===== config.mk =====
export PLATFORM = sky130hd
export DESIGN_NAME = atrb_bank
export DESIGN_NICKNAME = d
export VERILOG_FILES = /design/src/rtl/atrb_bank.v
export VERILOG_INCLUDE_DIRS = /design/src /design/src/rtl
export SDC_FILE = /design/constraint.sdc
export NUM_CORES = 1
export LEC_CHECK = 0
export BUFFER_PORTS_ARGS = -buffer_cell sky130_fd_sc_hd__buf_2
export CAP_MARGIN = 30
export CORE_MARGIN = 2
export CORE_UTILIZATION = 50
export CTS_CLUSTER_DIAMETER = 50
export DETAILED_ROUTE_END_ITERATION = 16
export PLACE_DENSITY = 0.78
export SLEW_MARGIN = 5
export SYNTH_ARGS = -nofsm -noshare
export SYNTH_HDL_FRONTEND = slang
export SYNTH_SLANG_ARGS = --single-unit

===== constraint.sdc =====
create_clock -name clk_i -period 3 [get_ports clk_i]
set_input_delay 0.75 -clock clk_i [delete_from_list [all_inputs] [get_ports clk_i]]
set_output_delay 0.75 -clock clk_i [all_outputs]
set_load 0.01 [all_outputs]

===== src/rtl/atrb_consts.vh =====
`ifndef ATRB_CONSTS_VH
`define ATRB_CONSTS_VH

// ----------------------------------------
// Register indices (byte address = 4 x index)
// ----------------------------------------
`define ATRB_IDX_A_DUAL_IN1     12'h344
`define ATRB_IDX_A_SINGLE_IN1   12'h348
`define ATRB_IDX_A_PH90_IN2     12'h34a
`define ATRB_IDX_B_IN1          12'h34c
`define ATRB_IDX_B_IN2          12'h34e
`define ATRB_IDX_A_GAIN_BANK0   12'h350
`define ATRB_IDX_A_GAIN_BANK1   12'h351
`define ATRB_IDX_CTRL           12'h360
`define ATRB_IDX_STATUS         12'h361

// ----------------------------------------
// Field layout
// ----------------------------------------
`define ATRB_OFS_MSB            11
`define ATRB_GAIN_MSB           4
`define ATRB_OFS_REG_W          16
`define ATRB_GAIN_REG_W         8
`define ATRB_CTRL_CORE_B_BIT    0
`define ATRB_CTRL_IN2_BIT       1
`define ATRB_CTRL_SINGLE_BIT    2
`define ATRB_CTRL_FGCAL_BIT     3
`define ATRB_CTRL_RELOAD_BIT    4

// ----------------------------------------
// Reset values
// ----------------------------------------
`define ATRB_RST_OFS            16'h0000
`define ATRB_RST_GAIN           8'h00
`define ATRB_RST_CTRL           4'h0

`endif


===== src/rtl/atrb_bank.v =====
// The Avalon-MM register port was decided locally.
`timescale 1ns/1ns
`include "atrb_consts.vh"

// How it works
// - Core A, first input, single mode, calibration on: use single-mode register bits 11:0.
// - Core A, second input, 90-degree phase, calibration on: use register at 0x34A.
// - Core B, first input, calibration on: use register 0x34C in either mode.
// - Core B, second input, calibration on: use register 0x34E in either mode.
// - Dual mode: bank 0 of core A gets fine gain bits 4:0 of 0x350.
// - Dual mode: bank 1 of core A gets fine gain bits 4:0 of 0x351.
// - Trims load from fuse storage; software may overwrite them afterwards.
// - Core A, first input, dual mode, calibration on: use register at 0x344.
module atrb_bank (
    input  wire        clk_i,
    input  wire        rst_n_i,
    input  wire [13:0] avs_address_i,
    input  wire        avs_read_i,
    input  wire        avs_write_i,
    input  wire [31:0] avs_writedata_i,
    input  wire [3:0]  avs_byteenable_i,
    output reg  [31:0] avs_readdata_o,
    output reg         avs_waitrequest_o,
    input  wire [15:0] fuse_ofs_a_dual_in1_i,
    input  wire [15:0] fuse_ofs_a_single_in1_i,
    input  wire [15:0] fuse_ofs_a_ph90_in2_i,
    input  wire [15:0] fuse_ofs_b_in1_i,
    input  wire [15:0] fuse_ofs_b_in2_i,
    input  wire [7:0]  fuse_gain_bank0_i,
    input  wire [7:0]  fuse_gain_bank1_i,
    output reg  [11:0] core_a_offset_o,
    output reg  [11:0] core_b_offset_o,
    output reg         core_a_offset_valid_o,
    output reg         core_b_offset_valid_o,
    output reg  [4:0]  core_a_bank0_gain_o,
    output reg  [4:0]  core_a_bank1_gain_o,
    output reg         gain_valid_o
);

    // ----------------------------------------
    // Storage
    // ----------------------------------------
    reg [15:0] ofs_reg [0:4];
    reg [7:0]  gain_reg [0:1];
    reg [3:0]  ctrl;
    reg        loaded;
    reg        load_req;
    reg        ack_pend;
    wire [15:0] fuse_ofs [0:4];
    wire [7:0]  fuse_gain [0:1];

    assign fuse_ofs[0] = fuse_ofs_a_dual_in1_i;
    assign fuse_ofs[1] = fuse_ofs_a_single_in1_i;
    assign fuse_ofs[2] = fuse_ofs_a_ph90_in2_i;
    assign fuse_ofs[3] = fuse_ofs_b_in1_i;
    assign fuse_ofs[4] = fuse_ofs_b_in2_i;
    assign fuse_gain[0] = fuse_gain_bank0_i;
    assign fuse_gain[1] = fuse_gain_bank1_i;

    // ----------------------------------------
    // Address decode
    // ----------------------------------------
    // Offset register slot 0..4, or 7 when not an offset register
    function [2:0] ofs_slot;
        input [13:0] a;
        begin
            case (a[13:2])
                `ATRB_IDX_A_DUAL_IN1:   ofs_slot = 3'd0;
                `ATRB_IDX_A_SINGLE_IN1: ofs_slot = 3'd1;
                `ATRB_IDX_A_PH90_IN2:   ofs_slot = 3'd2;
                `ATRB_IDX_B_IN1:        ofs_slot = 3'd3;
                `ATRB_IDX_B_IN2:        ofs_slot = 3'd4;
                default:                ofs_slot = 3'd7;
            endcase
        end
    endfunction

    // Gain register slot 0..1, or 3 when not a gain register
    function [1:0] gain_slot;
        input [13:0] a;
        begin
            case (a[13:2])
                `ATRB_IDX_A_GAIN_BANK0: gain_slot = 2'd0;
                `ATRB_IDX_A_GAIN_BANK1: gain_slot = 2'd1;
                default:                gain_slot = 2'd3;
            endcase
        end
    endfunction

    wire [2:0] wr_ofs   = ofs_slot(avs_address_i);
    wire [1:0] wr_gain  = gain_slot(avs_address_i);
    wire       bus_req  = (avs_read_i | avs_write_i) & ~ack_pend;
    wire       wr_go    = avs_write_i & ack_pend;
    wire       is_ctrl  = (avs_address_i[13:2] == `ATRB_IDX_CTRL);
    wire       is_stat  = (avs_address_i[13:2] == `ATRB_IDX_STATUS);
    wire       reload   = wr_go & is_ctrl & avs_byteenable_i[0]
                          & avs_writedata_i[`ATRB_CTRL_RELOAD_BIT];

    // ----------------------------------------
    // Fuse load and register writes
    // ----------------------------------------
    genvar gi;
    generate
        for (gi = 0; gi < 5; gi = gi + 1) begin : g_ofs
            always @(posedge clk_i) begin
                if (!rst_n_i) begin
                    ofs_reg[gi] <= `ATRB_RST_OFS;
                end else if (load_req) begin
                    ofs_reg[gi] <= fuse_ofs[gi];
                end else if (wr_go && wr_ofs == gi) begin
                    if (avs_byteenable_i[0]) begin
                        ofs_reg[gi][7:0] <= avs_writedata_i[7:0];
                    end
                    if (avs_byteenable_i[1]) begin
                        ofs_reg[gi][15:8] <= avs_writedata_i[15:8];
                    end
                end
            end
        end
        for (gi = 0; gi < 2; gi = gi + 1) begin : g_gain
            always @(posedge clk_i) begin
                if (!rst_n_i) begin
                    gain_reg[gi] <= `ATRB_RST_GAIN;
                end else if (load_req) begin
                    gain_reg[gi] <= fuse_gain[gi];
                end else if (wr_go && wr_gain == gi && avs_byteenable_i[0]) begin
                    gain_reg[gi] <= avs_writedata_i[7:0];
                end
            end
        end
    endgenerate

    // Fuse load one cycle after reset release, or on software reload
    always @(posedge clk_i) begin
        if (!rst_n_i) begin
            load_req <= 1'b1;
            loaded   <= 1'b0;
            ctrl     <= `ATRB_RST_CTRL;
        end else begin
            load_req <= reload;
            if (load_req) begin
                loaded <= 1'b1;
            end
            if (wr_go && is_ctrl && avs_byteenable_i[0]) begin
                ctrl <= avs_writedata_i[3:0];
            end
        end
    end

    // ----------------------------------------
    // Avalon-MM slave: one wait cycle per access
    // ----------------------------------------
    always @(posedge clk_i) begin
        if (!rst_n_i) begin
            ack_pend          <= 1'b0;
            avs_waitrequest_o <= 1'b1;
            avs_readdata_o    <= 32'h00000000;
        end else begin
            ack_pend          <= bus_req;
            avs_waitrequest_o <= ~bus_req;
            if (bus_req && avs_read_i) begin
                if (wr_ofs != 3'd7) begin
                    avs_readdata_o <= {16'h0000, ofs_reg[wr_ofs]};
                end else if (wr_gain != 2'd3) begin
                    avs_readdata_o <= {24'h000000, gain_reg[wr_gain[0]]};
                end else if (is_ctrl) begin
                    avs_readdata_o <= {28'h0000000, ctrl};
                end else if (is_stat) begin
                    avs_readdata_o <= {26'h0000000, core_b_offset_valid_o,
                                       core_a_offset_valid_o, ctrl};
                end else begin
                    avs_readdata_o <= 32'h00000000;
                end
            end
        end
    end

    // ----------------------------------------
    // Correction selection
    // ----------------------------------------
    wire core_b = ctrl[`ATRB_CTRL_CORE_B_BIT];
    wire in2    = ctrl[`ATRB_CTRL_IN2_BIT];
    wire single = ctrl[`ATRB_CTRL_SINGLE_BIT];
    wire fgcal  = ctrl[`ATRB_CTRL_FGCAL_BIT];

    always @(posedge clk_i) begin
        if (!rst_n_i) begin
            core_a_offset_o       <= 12'h000;
            core_b_offset_o       <= 12'h000;
            core_a_offset_valid_o <= 1'b0;
            core_b_offset_valid_o <= 1'b0;
            core_a_bank0_gain_o   <= 5'h00;
            core_a_bank1_gain_o   <= 5'h00;
            gain_valid_o          <= 1'b0;
        end else begin
            core_a_offset_valid_o <= 1'b0;
            core_b_offset_valid_o <= 1'b0;
            core_a_offset_o       <= 12'h000;
            core_b_offset_o       <= 12'h000;
            if (loaded && fgcal && !core_b) begin
                core_a_offset_valid_o <= 1'b1;
                if (!in2 && !single) begin
                    core_a_offset_o <= ofs_reg[0][`ATRB_OFS_MSB:0];
                end else if (!in2) begin
                    core_a_offset_o <= ofs_reg[1][`ATRB_OFS_MSB:0];
                end else if (single) begin
                    core_a_offset_o <= ofs_reg[2][`ATRB_OFS_MSB:0];
                end else begin
                    core_a_offset_valid_o <= 1'b0;
                end
            end
            if (loaded && fgcal && core_b) begin
                core_b_offset_valid_o <= 1'b1;
                if (!in2) begin
                    core_b_offset_o <= ofs_reg[3][`ATRB_OFS_MSB:0];
                end else begin
                    core_b_offset_o <= ofs_reg[4][`ATRB_OFS_MSB:0];
                end
            end
            gain_valid_o        <= loaded & ~single;
            core_a_bank0_gain_o <= single ? 5'h00 : gain_reg[0][`ATRB_GAIN_MSB:0];
            core_a_bank1_gain_o <= single ? 5'h00 : gain_reg[1][`ATRB_GAIN_MSB:0];
        end
    end

endmodule // atrb_bank


Word level (Yosys, flattened, before mapping)
Memory sizes are Yosys's and may differ from the RTL's. A register that Yosys moved wholly into a read port is not among the register bits.
Cells that the tools add are included.
- flip-flop bits (word level): 67
- bits in writable memories: 96
- input bits: 150
- output and inout port bits: 70
- logic and storage cells: 170
- memories kept: 2
- equality and inequality tests: 16
- mux-type cells: 87
- bitwise gates (word level): 30
- reductions and logical operators: 24
- memory list (name ; depth ; bits a word ; rd ports ; clocked after memory_dff ; wr ports ; line ; RTL):
    ofs_reg ; 5 ; 16 ; 6 ; 0 ; 5 ; atrb_bank.v:43 ; reg [15:0] ofs_reg [0:4];
    gain_reg ; 2 ; 8 ; 3 ; 2 ; 2 ; atrb_bank.v:44 ; reg [7:0] gain_reg [0:1];
- operators by type and width (cell ; number):
    $mux W8 ; 15
    $eq A12 B10 Y1 const B ; 9
    $mux W16 ; 6
    $mux W1 ; 58
    $mux W12 ; 4
    $or A1 B1 Y1 ; 20
    $logic_and A1 B1 Y1 ; 16
    $pmux W3 S5 ; 1
    $mux W6 ; 2
    $and A1 B1 Y1 ; 6
    $eq A3 B2 Y1 const B ; 2
    $not A1 Y1 ; 4
    $pmux W2 S2 ; 1
    $reduce_and A2 Y1 ; 2
    $eq A3 B1 Y1 const B ; 1
    $eq A3 B3 Y1 const B ; 1
    $logic_not A1 Y1 ; 3
    $logic_not A3 Y1 ; 1
    $ne A3 B3 Y1 const B ; 1
    $eq A2 B1 Y1 const B ; 1
    $logic_not A2 Y1 ; 1
    $ne A2 B2 Y1 const B ; 1
    $reduce_or A2 Y1 ; 1

Longest topological paths before layout
- word-level depth: 10
- gate-level depth with buffers: 7
- gate-level depth less buffers: 5

Worst setup path before layout
OpenSTA, ideal clock, no wires.
- path type: in2reg
- start point: input avs_address_i[2]
- end point: memory ofs_reg[0][10] (enable)
- library setup time: 0.334 ns
- arrival time: 2.226 ns
- path slack: 0.440 ns
- stages: 7
- buffers on the path: 2
- cells stage by stage: buf_2 > nor2_2 > and3_4 > buf_6 > o211ai_4 > nor3_4 > nand2b_1
- RTL lines (element ; line ; RTL):
    start, declared ; atrb_bank.v:17 ; input wire [13:0] avs_address_i,
    end, declared ; atrb_bank.v:43 ;

==> flow_summary.json <==
{
  "share_clk_of_total_power": 0.437,
  "largest_reg_flops": 80,
  "post_route_wl_um": 21200,
  "worst_ep_required_time_ns": 3.08,
  "worst_margin_pin_slew_ns": 0.972,
  "start_util": 0.515,
  "drt-initial-drc-count": 507,
  "timing.critical_path.from_type": "input pin",
  "grt_max_degree": 97,
  "cts_resized": 0,
  "holdCritPathClass": "register to register",
  "crit_arrival_ns": 2.37,
  "slew-limit-headroom": 0.352,
  "synth_cell_type_count": 65,
  "ys_top_cells_by_count": "sky130_fd_sc_hd__a22o_1, sky130_fd_sc_hd__edfxtp_1, sky130_fd_sc_hd__dfxtp_1",
  "report.final.setup_viol": 0,
  "seq_area_frac_synth": 0.546,
  "number_of_cts_inserted_buffers": 17,
  "viasPerCell": 5.93,
  "io-pin-count": 220,
  "finalCriticalPeriod_ns": 2.29,
  "post_route_cells_drive_above_1_share": 0.351,
  "synth-seq-cells": 157,
  "period_share": 0.764,
  "final.hold.worst_slack_ns": 0.469,
  "die_y_um": 127,
  "critical_path.max_fanout": 8,
  "synthTopCellsByArea": "sky130_fd_sc_hd__edfxtp_1, sky130_fd_sc_hd__dfxtp_1, sky130_fd_sc_hd__a22o_1",
  "power_frac_comb": 0.084,
  "r2r_setup_slack_ns": 1.05,
  "timing.critical_path.to_type": "register",
  "grt_overflow": 0,
  "synth_edf_count": 96,
  "hold_start": "load_req",
  "syn_area_per_cell_um2": 12.0,
  "power.share.sequential": 0.479,
  "drt_pass1_iterations": 5,
  "clock_tree_from_tritoncts": "yes",
  "switching_fraction_of_total_power": 0.238,
  "power.static_leakage_nw": 3.93,
  "yosys.area.top_type": "sky130_fd_sc_hd__edfxtp_1",
  "maxClockFrequency_mhz": 436,
  "synthesis.yosys.warnings": 0,
  "clk-insertion-delay-late_ns": 0.43,
  "setup_repair_after_global_routing_missed_its_margin": "false",
  "r2r_end": "ofs_reg[2][14]",
  "synth_async_sr_flop_share": 0,
  "post-cts-setup-buffers": 0,
  "hold-path-endpoint": "loaded",
  "worstSetupPathType": "input pin to register",
  "vdd_drop_max_uv": 460,
  "avgRoutedWirePerCell_um": 21.1,
  "place.port_buffers": 183,
  "post-route-drc-count": 0,
  "grt_use_total": 0.269,
  "grt_first_pass_wirelength_um": 32500,
  "cts_hold_repair.buffers": 0,
  "rr_worst_depth": 4,
  "status": "finished clean",
  "tns_ns": 0,
  "standard_cell_core_area_mm2": 0.0146,
  "timing_hold_violations_final": 0,
  "ys.flop_type": "sky130_fd_sc_hd__edfxtp_1",
  "synth.top_cell.area_share": 0.384,
  "row_count": 44,
  "chipWidth_um": 127,
  "p_per_area_mw_per_mm2": 550,
  "max_cap_viol_count": 0,
  "synth.cell_area_mm2": 0.00752,
  "gpl.final_weighted_congestion": 0.934,
  "antenna_found_initial": 1,
  "clock_tree.root_cell": "sky130_fd_sc_hd__clkbuf_16",
  "dpl.hpwl_um": 15700,
  "number_of_global_route_vias_before_repair": 5869,
  "net-switching-power_mw": 1.21,
  "synthToLayoutAreaGrowth_pct": 23.1,
  "vias": 5978,
  "number_of_routed_nets_with_antenna_violations": 0,
  "h-tree-depth": 4,
  "clk_transition_reported_paths_ns": 0.06,
  "tritoncts_num_sinks": 157,
  "drv_slew": 0,
  "postSynthCellCount": 624,
  "worstHoldPathCells": 1,
  "final_net_count": 961,
  "internal_power_contribution_mw": 3.88,
  "rr_startpoint": "load_req",
  "antenna-diode-count": 0,
  "cts.path.max_buffers": 2,
  "fin_worst_skew_ns": 0.0102,
  "die_area_mm2": 0.0160
}
## how the worst max path moves through the flow
stage | endpoint | cells past startpoint | from | slack [ns]
2_1_floorplan | ofs_reg[0][10] | 7 | avs_address_i[2] | 0.44
3_3_place_gp | ofs_reg[2][13] | 6 | avs_address_i[12] | 0.37
3_5_place_dp | ofs_reg[2][15] | 6 | avs_address_i[12] | 0.30
4_1_cts | ofs_reg[2][13] | 6 | avs_address_i[12] | 0.73
5_1_grt | ofs_reg[2][12] | 6 | avs_address_i[12] | 0.63
6_report | ofs_reg[0][5] | 6 | avs_address_i[12] | 0.71
## layout make-up
type | instances | area [um^2]
multi-input combinational | 416 | 3140
sequential | 157 | 4100
tap | 184 | 230
inverter | 6 | 22.5
fill | 1157 | 5330
clock inverter | 12 | 120
clock buffer | 20 | 500
timing repair buffer | 213 | 1140
## cell usage in the layout, fill, tap and decap left out, types with 16 or more instances in the layout
| cell | instances |
|---|---|
| sky130_fd_sc_hd__buf_2 | 183 |
| sky130_fd_sc_hd__a22o_1 | 96 |
| sky130_fd_sc_hd__edfxtp_1 | 96 |
| sky130_fd_sc_hd__dfxtp_1 | 61 |
| sky130_fd_sc_hd__nor2_1 | 46 |
| sky130_fd_sc_hd__mux2i_1 | 37 |
| sky130_fd_sc_hd__buf_4 | 30 |
| sky130_fd_sc_hd__a21oi_1 | 24 |
| sky130_fd_sc_hd__o21ai_0 | 22 |
| sky130_fd_sc_hd__clkbuf_16 | 20 |
| sky130_fd_sc_hd__and2_1 | 19 |
| sky130_fd_sc_hd__conb_1 | 16 |
## cells by family after synthesis
logic type                share of synthesized area
AOI/OAI and AO/OA                             0.197
DFF                                           0.546
and+or+nand+nor                               0.140
buffers and inverters                        0.0443
muxes                                        0.0688
xor gates and xnor gates                    0.00333
other                                      0.000499
## power groups by stage
stage / combinational, mW / clock, mW / sequential (mW)
after floorplan: 0.240 / 0 / 2.47
after global placement: 0.406 / 0 / 2.48
after detailed placement: 0.417 / 0 / 2.48
after CTS: 0.421 / 2.23 / 2.44
after global routing: 0.459 / 2.32 / 2.45
final: 0.426 / 2.22 / 2.44
## worst max-delay path, stage by stage
cell and delay, ns:
sky130_fd_sc_hd__buf_2 0.10, sky130_fd_sc_hd__and4bb_2 0.40, sky130_fd_sc_hd__and3_4 0.28, sky130_fd_sc_hd__o211ai_4 0.19, sky130_fd_sc_hd__nor3_4 0.26, sky130_fd_sc_hd__nand2b_1 0.39
## per-stage QoR
step           total power [mW]   util  instances  setup slack (ns)  area [um^2]
2_1_floorplan              2.71      -        639             0.440         7570
4_1_cts                    5.09  0.634       1008             0.731         9260
6_report                   5.09  0.634       1008             0.709         9260
3_5_place_dp               2.90  0.592        976             0.298         8630
3_3_place_gp               2.88  0.592        976             0.371         8630
5_1_grt                    5.23  0.634       1008             0.629         9260
## routing by layer
layer | share of wire | track usage | routed length, um | up-vias
li1 | - | - | - | 2759
met1 | 0.42 | 0.374 | 8950 | 2887
met2 | 0.47 | 0.420 | 10100 | 303
met3 | 0.089 | 0.0612 | 1900 | 29
met4 | 0.015 | 0.0892 | 315 | 0
met5 | 0 | 0 | 0 | -
(Power assumes the default switching activity.)
